===== src/shared/ebm_pkg.sv =====
package ebm_pkg;

  // ==========================================================
  // Register offsets, relative to the module base
  localparam logic [9:0] OFF_DRIVE = 10'h00d;
  localparam logic [9:0] OFF_BUSCTL = 10'h00e;
  localparam logic [9:0] OFF_RSVD = 10'h00f;
  localparam logic [9:0] OFF_IRQCTL = 10'h01e;
  localparam logic [9:0] OFF_PKDATA = 10'h032;
  localparam logic [9:0] OFF_PKDIR = 10'h033;

  // ==========================================================
  // Field positions
  localparam int BIT_DRV_K = 7;
  localparam int BIT_DRV_E = 4;
  localparam int BIT_DRV_B = 1;
  localparam int BIT_DRV_A = 0;
  localparam int BIT_STRETCH = 0;
  localparam int BIT_EDGE = 7;
  localparam int BIT_PINEN = 6;
  localparam int BIT_ECS = 7;
  localparam int BIT_XCS = 6;

  // ==========================================================
  // Reset values
  localparam logic [7:0] RST_DRIVE = 8'h00;
  localparam logic [7:0] RST_IRQCTL = 8'h40;
  localparam logic [7:0] RST_PKDATA = 8'h00;
  localparam logic [7:0] RST_PKDIR = 8'h00;
  localparam logic RST_STRETCH_USER = 1'b1;

  // ==========================================================
  // Operating modes, encoded as the three mode bits
  localparam logic [2:0] MODE_SPC_SINGLE = 3'h0;
  localparam logic [2:0] MODE_EMU_NARROW = 3'h1;
  localparam logic [2:0] MODE_SPC_TEST = 3'h2;
  localparam logic [2:0] MODE_EMU_WIDE = 3'h3;
  localparam logic [2:0] MODE_NRM_SINGLE = 3'h4;
  localparam logic [2:0] MODE_NRM_NARROW = 3'h5;
  localparam logic [2:0] MODE_PERIPHERAL = 3'h6;
  localparam logic [2:0] MODE_NRM_WIDE = 3'h7;

  // Per-port reduced drive selections
  typedef struct packed {
    logic port_k;
    logic port_e;
    logic port_b;
    logic port_a;
  } ebm_drive_s;

  // Page port pin group
  typedef struct packed {
    logic [7:0] out;
    logic [7:0] oe;
  } ebm_pins_s;

endpackage


===== src/ebm_regs.sv =====
// Operation
// RULE1: Drive bits 7,4,1,0 select reduced drive when set, full when clear.
// RULE2: Drive selection applies whatever function owns the port pins.
// RULE3: Drive, bus-control and reserved slots unmapped outside single-chip.
// RULE4: Stretch bit clear keeps E free-running; set lets E stretch.
// RULE5: Stretch bit writes once in normal/emulation, any time in special.
// RULE6: Stretch bit has no effect in single-chip modes.
// RULE7: Reserved slot reads zero and ignores writes.
// RULE8: Edge select bit 7: clear means low level, set falling edges only.
// RULE9: Edge select readable always; written once unless in special mode.
// RULE10: In edge mode a falling edge is latched until reset or service.
// RULE11: Pin enable bit 6, always read/write, connects the interrupt pin.
// RULE12: Pin enable clear holds the edge latch disabled.
// RULE13: Direction set makes a page pin an output, clear a floating input.
// RULE14: Data read returns pin level for inputs, latch for outputs.
// RULE15: Page data unmapped in expanded/peripheral modes with emulation bit.
// RULE16: Page input pins float or pull up per the pull-enable bit.
// RULE17: Page bit 7 is emulation chip select or I/O per emulation bit.
// RULE18: Page bit 6 is external chip select or I/O per emulation bit.
// RULE19: Chip selects deassert after E falls, except stretched free-run E.
// RULE20: Page bits 5:0 drive expanded address bits 19 to 14 unless I/O.
// RULE21: All registers decode at fixed offsets from a relocatable base.
// RULE22: Reset sets the stretch bit in every user mode.
// RULE23: Page data/direction leave map with emulation bit when expanded.
// RULE24: Registers are eight bits; unimplemented bits read zero.
`timescale 1ns/10ps
`default_nettype none

module ebm_regs
  import ebm_pkg::*;
(
  // Clock and reset
  input  wire logic        CLK,
  input  wire logic        RST,
  // APB slave
  input  wire logic        PSEL,
  input  wire logic        PENABLE,
  input  wire logic        PWRITE,
  input  wire logic [15:0] PADDR,
  input  wire logic [31:0] PWDATA,
  output logic             PREADY,
  output logic      [31:0] PRDATA,
  output logic             PSLVERR,
  // Module base and mode
  input  wire logic [15:0] MAP_BASE,
  input  wire logic [2:0]  MODE,
  input  wire logic        PORT_EMULATION_BIT,
  input  wire logic        PAGE_PORT_PULL_ENABLE,
  // External memory cycle state
  input  wire logic        BUS_E_CLOCK,
  input  wire logic        EXT_STRETCH,
  input  wire logic        EMU_CS_REQ,
  input  wire logic        EXT_CS_REQ,
  input  wire logic [5:0]  PAGE_NUMBER,
  // External interrupt
  input  wire logic        IRQ_PIN_N,
  input  wire logic        IRQ_SERVICED,
  output logic             IRQ_REQUEST,
  // Control outputs
  output ebm_drive_s       DRIVE_REDUCED,
  output logic             STRETCH_ACTIVE,
  output logic             EXT_ECHO,
  // Page port pins
  input  wire logic [7:0]  PAGE_PIN_IN,
  output ebm_pins_s        PAGE_PINS,
  output logic      [7:0]  PAGE_PULLUP
);

  // ==========================================================
  // Mode classification
  logic single_chip;
  logic special_mode;
  logic user_mode;
  logic page_emulated;
  assign single_chip = (MODE == MODE_SPC_SINGLE) || (MODE == MODE_NRM_SINGLE);
  assign special_mode = (MODE == MODE_SPC_SINGLE) || (MODE == MODE_SPC_TEST)
                     || (MODE == MODE_PERIPHERAL);
  assign user_mode = (MODE != MODE_SPC_SINGLE) && (MODE != MODE_SPC_TEST)
                  && (MODE != MODE_PERIPHERAL);
  assign page_emulated = PORT_EMULATION_BIT && !single_chip; // RULE15 RULE23

  // ==========================================================
  // Address decode relative to relocatable base
  logic [15:0] rel_addr;
  logic        in_window;
  logic [9:0]  offs;
  assign rel_addr = PADDR - MAP_BASE; // RULE21
  assign in_window = (rel_addr[15:10] == 6'h00) && (rel_addr[1:0] == 2'h0);
  assign offs = rel_addr[11:2];

  logic hit_drive;
  logic hit_busctl;
  logic hit_rsvd;
  logic hit_irq;
  logic hit_pkdata;
  logic hit_pkdir;
  logic core_mapped;
  assign core_mapped = single_chip; // RULE3
  assign hit_drive = in_window && offs == OFF_DRIVE && core_mapped;
  assign hit_busctl = in_window && offs == OFF_BUSCTL && core_mapped;
  assign hit_rsvd = in_window && offs == OFF_RSVD && core_mapped; // RULE7
  assign hit_irq = in_window && offs == OFF_IRQCTL;
  assign hit_pkdata = in_window && offs == OFF_PKDATA && !page_emulated;
  assign hit_pkdir = in_window && offs == OFF_PKDIR && !page_emulated;

  logic hit_any;
  logic wr_en;
  assign hit_any = hit_drive || hit_busctl || hit_rsvd || hit_irq
                || hit_pkdata || hit_pkdir;
  assign wr_en = PSEL && PENABLE && PWRITE;
  assign PREADY = 1'b1;
  assign PSLVERR = PSEL && PENABLE && !hit_any;
  assign EXT_ECHO = PSEL && in_window && !hit_any;

  // ==========================================================
  // Input synchronisers
  logic [7:0] pin_s1;
  logic [7:0] pin_s2;
  logic       irq_s1;
  logic       irq_s2;
  logic       irq_prev;
  always_ff @(posedge CLK) begin
    pin_s1 <= PAGE_PIN_IN;
    pin_s2 <= pin_s1;
    irq_s1 <= IRQ_PIN_N;
    irq_s2 <= irq_s1;
    irq_prev <= irq_s2;
  end

  // ==========================================================
  // Register storage
  logic [3:0] drive;
  logic       stretch;
  logic       stretch_wrote;
  logic       edge_sel;
  logic       edge_wrote;
  logic       pin_en;
  logic [7:0] pk_data;
  logic [7:0] pk_dir;
  logic       edge_latch;

  always_ff @(posedge CLK) begin
    if (RST) begin
      drive <= {RST_DRIVE[BIT_DRV_K], RST_DRIVE[BIT_DRV_E],
                RST_DRIVE[BIT_DRV_B], RST_DRIVE[BIT_DRV_A]};
    end else if (wr_en && hit_drive) begin
      drive <= {PWDATA[BIT_DRV_K], PWDATA[BIT_DRV_E],
                PWDATA[BIT_DRV_B], PWDATA[BIT_DRV_A]}; // RULE1 RULE24
    end
  end

  // Mode is caught on the first cycle after reset release
  logic rst_seen;
  always_ff @(posedge CLK) begin
    if (RST) begin
      rst_seen <= 1'b1;
    end else begin
      rst_seen <= 1'b0;
    end
  end

  logic busctl_wr;
  assign busctl_wr = wr_en && hit_busctl && (special_mode || !stretch_wrote);
  always_ff @(posedge CLK) begin
    if (RST) begin
      stretch_wrote <= 1'b0;
      stretch <= 1'b0;
    end else begin
      if (busctl_wr) begin
        stretch <= PWDATA[BIT_STRETCH]; // RULE5
        stretch_wrote <= 1'b1;
      end else if (!stretch_wrote && rst_seen) begin
        stretch <= user_mode ? RST_STRETCH_USER : 1'b0; // RULE22
      end
    end
  end

  logic irq_wr;
  assign irq_wr = wr_en && hit_irq;
  always_ff @(posedge CLK) begin
    if (RST) begin
      edge_sel <= RST_IRQCTL[BIT_EDGE];
      edge_wrote <= 1'b0;
      pin_en <= RST_IRQCTL[BIT_PINEN];
    end else if (irq_wr) begin
      pin_en <= PWDATA[BIT_PINEN]; // RULE11
      if (special_mode || !edge_wrote) begin
        edge_sel <= PWDATA[BIT_EDGE]; // RULE9
        edge_wrote <= 1'b1;
      end
    end
  end

  // Falling-edge latch; a new edge wins over service
  logic fall_seen;
  assign fall_seen = irq_prev && !irq_s2;
  always_ff @(posedge CLK) begin
    if (RST || !pin_en || !edge_sel) begin
      edge_latch <= 1'b0; // RULE12
    end else if (fall_seen) begin
      edge_latch <= 1'b1; // RULE10
    end else if (IRQ_SERVICED) begin
      edge_latch <= 1'b0; // RULE10
    end
  end
  assign IRQ_REQUEST = pin_en && (edge_sel ? edge_latch : !irq_s2); // RULE8

  always_ff @(posedge CLK) begin
    if (RST) begin
      pk_data <= RST_PKDATA;
      pk_dir <= RST_PKDIR;
    end else begin
      if (wr_en && hit_pkdata) begin
        pk_data <= PWDATA[7:0];
      end
      if (wr_en && hit_pkdir) begin
        pk_dir <= PWDATA[7:0];
      end
    end
  end

  // ==========================================================
  // Read mux
  logic [7:0] drive_rd;
  logic [7:0] busctl_rd;
  logic [7:0] irq_rd;
  logic [7:0] pk_rd;
  logic [7:0] rd_byte;
  always_comb begin
    drive_rd = 8'h00;
    drive_rd[BIT_DRV_K] = drive[3];
    drive_rd[BIT_DRV_E] = drive[2];
    drive_rd[BIT_DRV_B] = drive[1];
    drive_rd[BIT_DRV_A] = drive[0];
    busctl_rd = 8'h00;
    busctl_rd[BIT_STRETCH] = stretch;
    irq_rd = 8'h00;
    irq_rd[BIT_EDGE] = edge_sel;
    irq_rd[BIT_PINEN] = pin_en;
  end
  assign pk_rd = (pk_dir & pk_data) | (~pk_dir & pin_s2); // RULE14
  assign rd_byte = hit_drive  ? drive_rd :
                   hit_busctl ? busctl_rd :
                   hit_irq    ? irq_rd :
                   hit_pkdata ? pk_rd :
                   hit_pkdir  ? pk_dir : 8'h00; // RULE7 RULE24

  always_ff @(posedge CLK) begin
    if (RST) begin
      PRDATA <= 32'h0000_0000;
    end else if (PSEL && !PENABLE && !PWRITE) begin
      PRDATA <= {24'h00_0000, rd_byte};
    end
  end

  // ==========================================================
  // Control outputs
  assign DRIVE_REDUCED = {drive[3], drive[2], drive[1], drive[0]}; // RULE2
  assign STRETCH_ACTIVE = stretch && !single_chip; // RULE4 RULE6

  // ==========================================================
  // Page port pins
  logic e_prev;
  logic cs_gap;
  always_ff @(posedge CLK) begin
    if (RST) begin
      e_prev <= 1'b0;
    end else begin
      e_prev <= BUS_E_CLOCK;
    end
  end
  // One cycle deassert after E falls, skipped for stretched free-run
  assign cs_gap = e_prev && !BUS_E_CLOCK
               && !(EXT_STRETCH && !stretch); // RULE19

  logic [7:0] pin_out;
  logic [7:0] pin_oe;
  always_ff @(posedge CLK) begin
    if (RST) begin
      pin_out <= 8'h00;
      pin_oe <= 8'h00;
    end else if (page_emulated) begin
      pin_out[BIT_ECS] <= !(EMU_CS_REQ && !cs_gap); // RULE17 RULE19
      pin_out[BIT_XCS] <= !(EXT_CS_REQ && !EMU_CS_REQ && !cs_gap); // RULE18
      pin_out[5:0] <= PAGE_NUMBER; // RULE20
      pin_oe <= 8'hff;
    end else begin
      pin_out <= pk_data;
      pin_oe <= pk_dir; // RULE13
    end
  end
  assign PAGE_PINS = '{out: pin_out, oe: pin_oe};
  assign PAGE_PULLUP = PAGE_PORT_PULL_ENABLE ? ~pin_oe : 8'h00; // RULE16

  // ==========================================================
  // Checks
  a_rsvd_reads_zero: // RULE7
    assert property (@(posedge CLK) disable iff (RST)
      (PSEL && !PENABLE && !PWRITE && hit_rsvd) |=> PRDATA == 32'h0)
    else $error("reserved slot read nonzero");
  a_edge_latch_off: // RULE12
    assert property (@(posedge CLK) disable iff (RST)
      !pin_en |=> !edge_latch)
    else $error("edge latch active while pin disabled");
  a_stretch_once: // RULE5
    assert property (@(posedge CLK) disable iff (RST)
      (!special_mode && stretch_wrote && !rst_seen) |=> $stable(stretch))
    else $error("stretch bit changed after its single write");
  a_edge_once: // RULE9
    assert property (@(posedge CLK) disable iff (RST)
      (!special_mode && edge_wrote) |=> $stable(edge_sel))
    else $error("edge select changed after its single write");
  a_single_no_stretch: // RULE6
    assert property (@(posedge CLK) single_chip |-> !STRETCH_ACTIVE)
    else $error("stretch active in single chip mode");
  a_core_unmapped: // RULE3
    assert property (@(posedge CLK) disable iff (RST)
      (!single_chip && PSEL && PENABLE && in_window
       && (offs == OFF_DRIVE || offs == OFF_BUSCTL || offs == OFF_RSVD))
      |-> PSLVERR)
    else $error("core register mapped in expanded mode");
  a_unmapped_read_zero: // RULE24
    assert property (@(posedge CLK) disable iff (RST)
      (PSEL && !PENABLE && !PWRITE && !hit_any) |=> PRDATA == 32'h0)
    else $error("unmapped read returned nonzero");
  a_cs_gap_high: // RULE19
    assert property (@(posedge CLK) disable iff (RST)
      (page_emulated && cs_gap) |=> PAGE_PINS.out[BIT_ECS])
    else $error("emulation chip select low in E gap");
  a_page_dir_pins: // RULE13
    assert property (@(posedge CLK) disable iff (RST)
      (!page_emulated && $stable(pk_dir)) |=> pin_oe == $past(pk_dir))
    else $error("page pin enables differ from direction");
  a_edge_held: // RULE10
    assert property (@(posedge CLK) disable iff (RST)
      (edge_latch && pin_en && edge_sel && !IRQ_SERVICED
       && $stable(pin_en) && !irq_wr) |=> edge_latch)
    else $error("edge latch lost without service");

endmodule

`default_nettype wire


===== config.mk =====
export PLATFORM = sky130hd
export DESIGN_NAME = ebm_regs
export DESIGN_NICKNAME = d
export VERILOG_FILES = /design/src/shared/ebm_pkg.sv /design/src/ebm_regs.sv
export SDC_FILE = /design/constraint.sdc
export NUM_CORES = 1
export LEC_CHECK = 0
export BUFFER_PORTS_ARGS = -buffer_cell sky130_fd_sc_hd__clkbuf_2
export CORE_MARGIN = 5
export CORE_UTILIZATION = 25
export DETAILED_ROUTE_END_ITERATION = 10
export RECOVER_POWER = 25
export SKIP_CTS_REPAIR_TIMING = 1
export SYNTH_ARGS = -nofsm -noshare
export SYNTH_HDL_FRONTEND = slang
export SYNTH_SLANG_ARGS = --single-unit

===== constraint.sdc =====
create_clock -name CLK -period 3.5 [get_ports CLK]
set_clock_uncertainty 0.1 [all_clocks]
set_input_delay 0.35 -clock CLK [delete_from_list [all_inputs] [get_ports CLK]]
set_output_delay 0.35 -clock CLK [all_outputs]
set_load 0.02 [all_outputs]

==> results of run 1 <==
-- sequential cells by signal, summed over array words and instances (netlist names) --
name           cells
PRDATA             8
pin_oe             8
pin_out            8
pin_s1             8
pin_s2             8
pk_data            8
pk_dir             8
DRIVE_REDUCED      4
e_prev             1
edge_latch         1
edge_sel           1
edge_wrote         1
irq_prev           1
irq_s1             1
irq_s2             1
pin_en             1
rst_seen           1
stretch            1
stretch_wrote      1
-- power groups by stage --
stage               Sequential, mW  Clock [mW]  Combinational [mW]
floorplan                    0.865           0               0.297
global placement             0.856           0               0.407
detailed placement           0.856           0               0.410
CTS                          0.838       0.993               0.412
global route                 0.840        1.03               0.472
finish                       0.838       0.972               0.425
-- per-layer routing --
| layer | vias to the layer above | GRT usage [%] | share of wire (%) |
|---|---|---|---|
| met5 | - | 0 | 0 |
| met4 | 0 | 2.46 | 1.2 |
| met3 | 9 | 3.29 | 6.2 |
| met2 | 83 | 17.2 | 45 |
| met1 | 1616 | 14.9 | 48 |
| li1 | 1842 | - | - |
-- cell type report --
cell class              count  area [µm²]  area share [%]
multi-input cells         349        2320            45.0
flip-flops and latches     71        1420            27.6
repair buffers            127         699            13.6
well taps                 216         270            5.25
clock buffers              11         243            4.72
inverters                  30         115            2.24
clock inverters             5        81.3            1.58
-- worst max-delay path by stage --
stage | start | slack [ns] | to
final | PADDR[0] | 0.11 | PSLVERR
after CTS | PADDR[0] | -0.08 | PSLVERR
after global routing | PADDR[0] | 0.005 | PSLVERR
after detailed placement | PADDR[0] | -0.14 | PRDATA[7]$_SDFFE_PP0P_
after floorplan | PADDR[0] | 0.21 | PRDATA[7]$_SDFFE_PP0P_
after global placement | PADDR[0] | -0.1 | PRDATA[7]$_SDFFE_PP0P_
-- synthesized netlist by cell type (3+ instances only) --
cell	number	area, µm²
mux2_2	7	78.8
a211oi_1	3	22.5
o21ai_0	5	25.0
nor2_1	58	218
buf_2	6	30.0
nand2b_1	8	50.1
nor2b_1	10	62.6
nor3_1	8	40.0
xor2_1	3	26.3
nand2_1	43	161
or3_1	4	25.0
a21o_1	12	90.1
dfxtp_1	71	1420
nand3_1	3	15.0
ha_1	15	188
buf_4	26	195
clkbuf_1	7	26.3
and2_1	3	18.8
nand4_2	3	37.5
a31oi_1	3	18.8
mux2i_1	24	240
and3_1	5	31.3
inv_1	30	113
nand4_1	7	43.8
o21ai_1	9	45.0
o211ai_1	6	45.0
a21oi_1	33	165
-- worst register-to-register path, stage by stage, from the launching register on --
cell	delay [ns]
dfxtp_1	0.40
mux2_2	0.35
a22o_1	0.19
a21oi_1	0.12
o211ai_1	0.11
-- placed cells by master, fill, tap and decap left out, types with 10 or more instances in the layout --
cell | synthesis | final
nor2b_1 | 10 | 10
a21o_1 | 12 | 12
clkbuf_2 | 0 | 105
conb_1 | 2 | 25
mux2i_1 | 24 | 24
buf_4 | 26 | 18
ha_1 | 15 | 14
a21oi_1 | 33 | 32
nor2_1 | 58 | 57
inv_1 | 30 | 28
dfxtp_1 | 71 | 71
nand2_1 | 43 | 42
-- through the flow --
step	hold slack [ns]	cell area [µm²]
final	0.0202	5150
after global routing	0.0102	5150
after CTS	0.00996	5090
after detailed placement	0.212	4760
after global placement	0.210	4760
after floorplan	0.210	4070
-- cell families (layout without fill, tap and decap cells) --
kind of cell               after synthesis  in the layout
AOI/OAI and AO/OA                      101            101
xor gates and xnor gates                 4              4
adders and majority gates               16             16
buffers and inverters                   71            173
DFF                                     71             71
muxes                                   31             31
other                                    2             25
and+or+nand+nor                        172            172
==> flow_summary.yaml, run 1 <==
outcome:
  outcome: "finished, violations left"
  violations: "capacitance limit, slew limit"
critical_path:
  cp_top_family: "simple AND/OR/NAND/NOR gates"
  r2r-end: "PRDATA[7]$_SDFFE_PP0P_"
  crit_fanout: 4
  slowest_stage: "or4_4"
  required_ns: 3.05
  cpPeakStageDelay_ns: 0.47
  cp.depth: 15
  cp_common_cell: "a21o_1"
  reg2reg_setup_slack_ns: 2.11
  cp.arrival_ns: 2.94
  endpoint_kind: "primary output"
  worstSetupPathType: "input port to primary output"
  worstPathCellList: "buf_6 > inv_4 > ha_4 > inv_2 > fa_2 > a21o_1 > a21o_1 > or4_4 > a32oi_2 > nand4_2 > nor2_2 > a21oi_1 > nand2_1 > a21oi_2 > buf_4"
  worst_setup_path_start_kind: "input port"
  worst-path-buf-inv: 4
  r2r-start: "pk_dir[7]$_SDFFE_PP0P_"
  ff2ff_path_depth: 4
power:
  internal-power_mw: 1.64
  p_total_mw: 2.24
  switchingPower_uw: 600
  pwr-share-clk_pct: 43.5
  powerDensity_nw_per_um2: 434
  swShare_pct: 26.8
  cellLeakagePower_nw: 2.49
  comb_power_share_pct: 19.0
  vdd_ir_drop_max_uv: 251
  seqPwrFrac_pct: 37.5
cts:
  clk_pin_slew_worst_paths_ns: 0.05
  clk-insertion-delay-late_ns: 0.33
  root_buffer: "clkbuf_16"
  cts_tree: "built"
  htreeDepth: 3
  clock_tree.buffer_depth: 2
  cts_inserted_buffers: 9
  clock-sinks: 71
synthesis:
  synth_edf_count: 0
  yosys.area_share.adder_pct: 5.22
  ys_ff_latch: 71
  synthMuxAreaShare_pct: 8.01
  ys_async_sr_fraction_pct: 0
  ys_warn_count: 0
  synth-simple-area-share_pct: 23.1
  synthFlopType: "dfxtp_1"
  synth_area_um2: 3980
  synth_cell_types: 71
  syn_inst: 468
  syn_avg_cell_area_um2: 8.51
  synth_seq_area_share_pct: 35.7
  synth_top_family_by_area: "simple AND/OR/NAND/NOR gates"
  synth_compound_area_share_pct: 17.6
  synth_xor_area_share_pct: 0.880
die:
  die_x_um: 136
  initial_core_util_pct: 25.2
  die_y_um: 136
  io_pins: 159
  rows: 46
  core_area_um2: 15800
  die_area_um2: 18500
final_layout:
  instances_no_fill: 809
  nNetsFinal: 698
  diodes: 0
  post-route-util_pct: 32.6
  area_growth_pct: 29.3
  fillers: 1719
  drive_gt1_share_pct: 29.5
sta:
  fin_crit_sh_pct: 97.0
  fmax_ghz: 0.295
  fin_ws_ns: 0.105
  worst_pin_slew_ns: 2.05
  tns_ns: 0
  max_slew_margin_pct: -36.4
  layout_min_cycle_time_ns: 3.39
  hold_viol_final: 0
  drv_slew: 49
  rsz0062_at_grt: "true"
  finalSetupViolations: 0
drt:
  drt-pass1-iter-count: 6
  post-route-drc-count: 0
  drt_iter0_drc: 136
  ant_nets: 0
  avgViaCountPerCell: 4.39
  drt-total-wl_mm: 10.4
  wl_per_cell_um: 12.9
  num_vias: 3550
hold_path:
  min-delay-path-class: "input port to flop"
  hold_depth: 1
  hp-start: "IRQ_PIN_N"
  whs_endpoint: "irq_s1$_DFF_P_"
global_route:
  grt_pass1_vias: 3246
  grt_pass1_wl_mm: 16.3
  grt_max_degree: 49
  overflow: 0
  antenna_found_initial: 0
  groute.usage.overall_pct: 11.0
place:
  dp_slack_ns: -0.137
  port_buffers: 109
  dp_hpwl_mm: 8.46
  gp_congestion: 0.799
  dp.cells: 792
flow_run:
  max-cap-violations: 1
No activity file was read; power rests on OpenSTA's default activity.
==> run 2: changes to the inputs <==
--- a/config.mk
+++ b/config.mk
@@ -10,6 +10,7 @@
 export CORE_UTILIZATION = 25
 export DETAILED_ROUTE_END_ITERATION = 10
 export RECOVER_POWER = 25
+export REMOVE_ABC_BUFFERS = 1
 export SKIP_CTS_REPAIR_TIMING = 1
 export SYNTH_ARGS = -nofsm -noshare
 export SYNTH_HDL_FRONTEND = slang
==> constraint.sdc (replaced) <==
create_clock -name CLK -period 3.5 [get_ports CLK]
set_clock_uncertainty 0.1 [all_clocks]
set_input_delay 0.35 -clock CLK [delete_from_list [all_inputs] [get_ports CLK]]
set_output_delay 0.35 -clock CLK [all_outputs]
set_load 0.05 [all_outputs]
==> run 2 against run 1 <==
Against the previous run: flip-flop and latch count did not move; wire length up 1.5%; sequential power hardly changed; the run now ends clean; register-to-register slack better by 0.02 ns; fmax shrank 1.4%; global-route usage is 0.10 points higher; critical path depth stayed put; die area stayed put; design area increased by 1.1%.
==> flow_summary.yaml, run 2 (same netlist as run 1, synthesis figures left out) <==
outcome:
  outcome: "finished, final reports clean"
drt:
  drt-pass1-iter-count: 5
  wl_per_cell_um: 13.1
  drt-total-wl_mm: 10.6
  num_vias: 3516
  drt_iter0_drc: 152
  ant_nets: 0
  post-route-drc-count: 0
  avgViaCountPerCell: 4.35
critical_path:
  crit_fanout: 3
  cp_top_family: "simple AND/OR/NAND/NOR gates"
  cpPeakStageDelay_ns: 0.53
  cp.arrival_ns: 2.99
  r2r-start: "pk_dir[7]$_SDFFE_PP0P_"
  worst-path-buf-inv: 4
  worst_setup_path_start_kind: "input port"
  slowest_stage: "or4_4"
  r2r-end: "PRDATA[7]$_SDFFE_PP0P_"
  ff2ff_path_depth: 4
  worstSetupPathType: "input port to primary output"
  reg2reg_setup_slack_ns: 2.13
  worstPathCellList: "buf_6 > inv_4 > ha_4 > inv_2 > fa_2 > a21o_1 > a21o_1 > or4_4 > a32oi_4 > nand4_4 > nor2_4 > a21oi_2 > nand2_2 > a21oi_2 > buf_6"
  required_ns: 3.05
  endpoint_kind: "primary output"
place:
  placed_area_um2: 4740
  dp_slack_ns: -0.119
  dp_hpwl_mm: 8.56
  gp_congestion: 0.809
  port_buffers: 109
final_layout:
  final_common_cell: "clkbuf_2"
  fillers: 1671
  area_growth_pct: 30.8
  nNetsFinal: 699
  seqCellArea_um2: 1420
  design_area_um2: 5210
  multi_input_area_um2: 2350
  diodes: 0
  final_cell_mix: "clkbuf_2, dfxtp_1, nor2_1"
  drive_gt1_share_pct: 30.2
power:
  cellLeakagePower_nw: 2.51
  vdd_ir_drop_max_uv: 226
  powerDensity_nw_per_um2: 460
cts:
  cts_inserted_buffers: 9
  clk_pin_slew_worst_paths_ns: 0.06
  clock_tree.buffer_depth: 2
  htreeDepth: 3
  cts_tree: "built"
  clk-insertion-delay-late_ns: 0.33
  clock-sinks: 71
  root_buffer: "clkbuf_16"
sta:
  fin_crit_sh_pct: 98.3
  max_slew_margin_pct: 24.7
  fin_ws_ns: 0.0578
  worst_pin_slew_ns: 1.13
  layout_min_cycle_time_ns: 3.44
  hold_viol_final: 0
  fmax_ghz: 0.291
  rsz0062_at_grt: "true"
  drv_slew: 0
  finalSetupViolations: 0
hold_path:
  min-delay-path-class: "input port to flop"
  hold_depth: 1
  whs_endpoint: "pin_s1[0]$_DFF_P_"
  hp-start: "PAGE_PIN_IN[0]"
global_route:
  groute.usage.overall_pct: 11.1
  overflow: 0
  grt_pass1_wl_mm: 16.5
  grt_max_degree: 29
  grt_pass1_vias: 3212
  antenna_found_initial: 0
die:
  initial_core_util_pct: 25.2
  die_area_um2: 18500
  die_x_um: 136
  io_pins: 159
  die_y_um: 136
  rows: 46
  core_area_um2: 15800
flow_run:
  max-cap-violations: 0
run 2: metal layers:
layer  vias to the layer above  GRT usage (%)  share of wire (%)
li1                       1831              -                  -
met1                      1598           14.7                 45
met2                        73           18.1                 48
met3                        14           2.92                5.7
met4                         0           2.46                1.3
met5                         -              0                  0
run 2: worst max-delay path by stage:
stage / start / to / slack [ns] / depth (start not counted)
floorplan: PADDR[0] / PSLVERR / -0.0009 / 13
global placement: PADDR[0] / PRDATA[7]$_SDFFE_PP0P_ / -0.13 / 14
detailed placement: PADDR[0] / PRDATA[7]$_SDFFE_PP0P_ / -0.12 / 14
CTS: PADDR[0] / PSLVERR / -0.06 / 15
global route: PADDR[0] / PSLVERR / -0.05 / 15
finish: PADDR[0] / PSLVERR / 0.06 / 15
run 2: per-stage QoR:
step                utilization (%)    TNS, ns  hold WS (ns)  power, mW  std cells
detailed placement             30.1      -1.11         0.212       1.34        791
CTS                            32.3    -0.0651       0.00608       2.39        806
floorplan                         -  -0.000886         0.210       1.20        450
finish                         33.0          0        0.0168       2.39        809
global placement               30.1      -1.25         0.211       1.34        791
global route                   33.0    -0.0597       0.00466       2.50        809
run 2: final cells by class:
cell class / count / area share [%]
sequential: 71 / 27.3
timing repair buffer: 128 / 13.5
multi-input combinational: 349 / 45.2
clock inverter: 5 / 2.04
clock buffer: 10 / 4.59
tap: 216 / 5.19
inverter: 30 / 2.21
run 2: report_power, final:
| group | leakage (nW) | switching [mW] | internal, mW |
|---|---|---|---|
| clock network | 0.165 | 0.326 | 0.712 |
| logic | 1.76 | 0.348 | 0.169 |
| registers | 0.583 | 0.00777 | 0.831 |
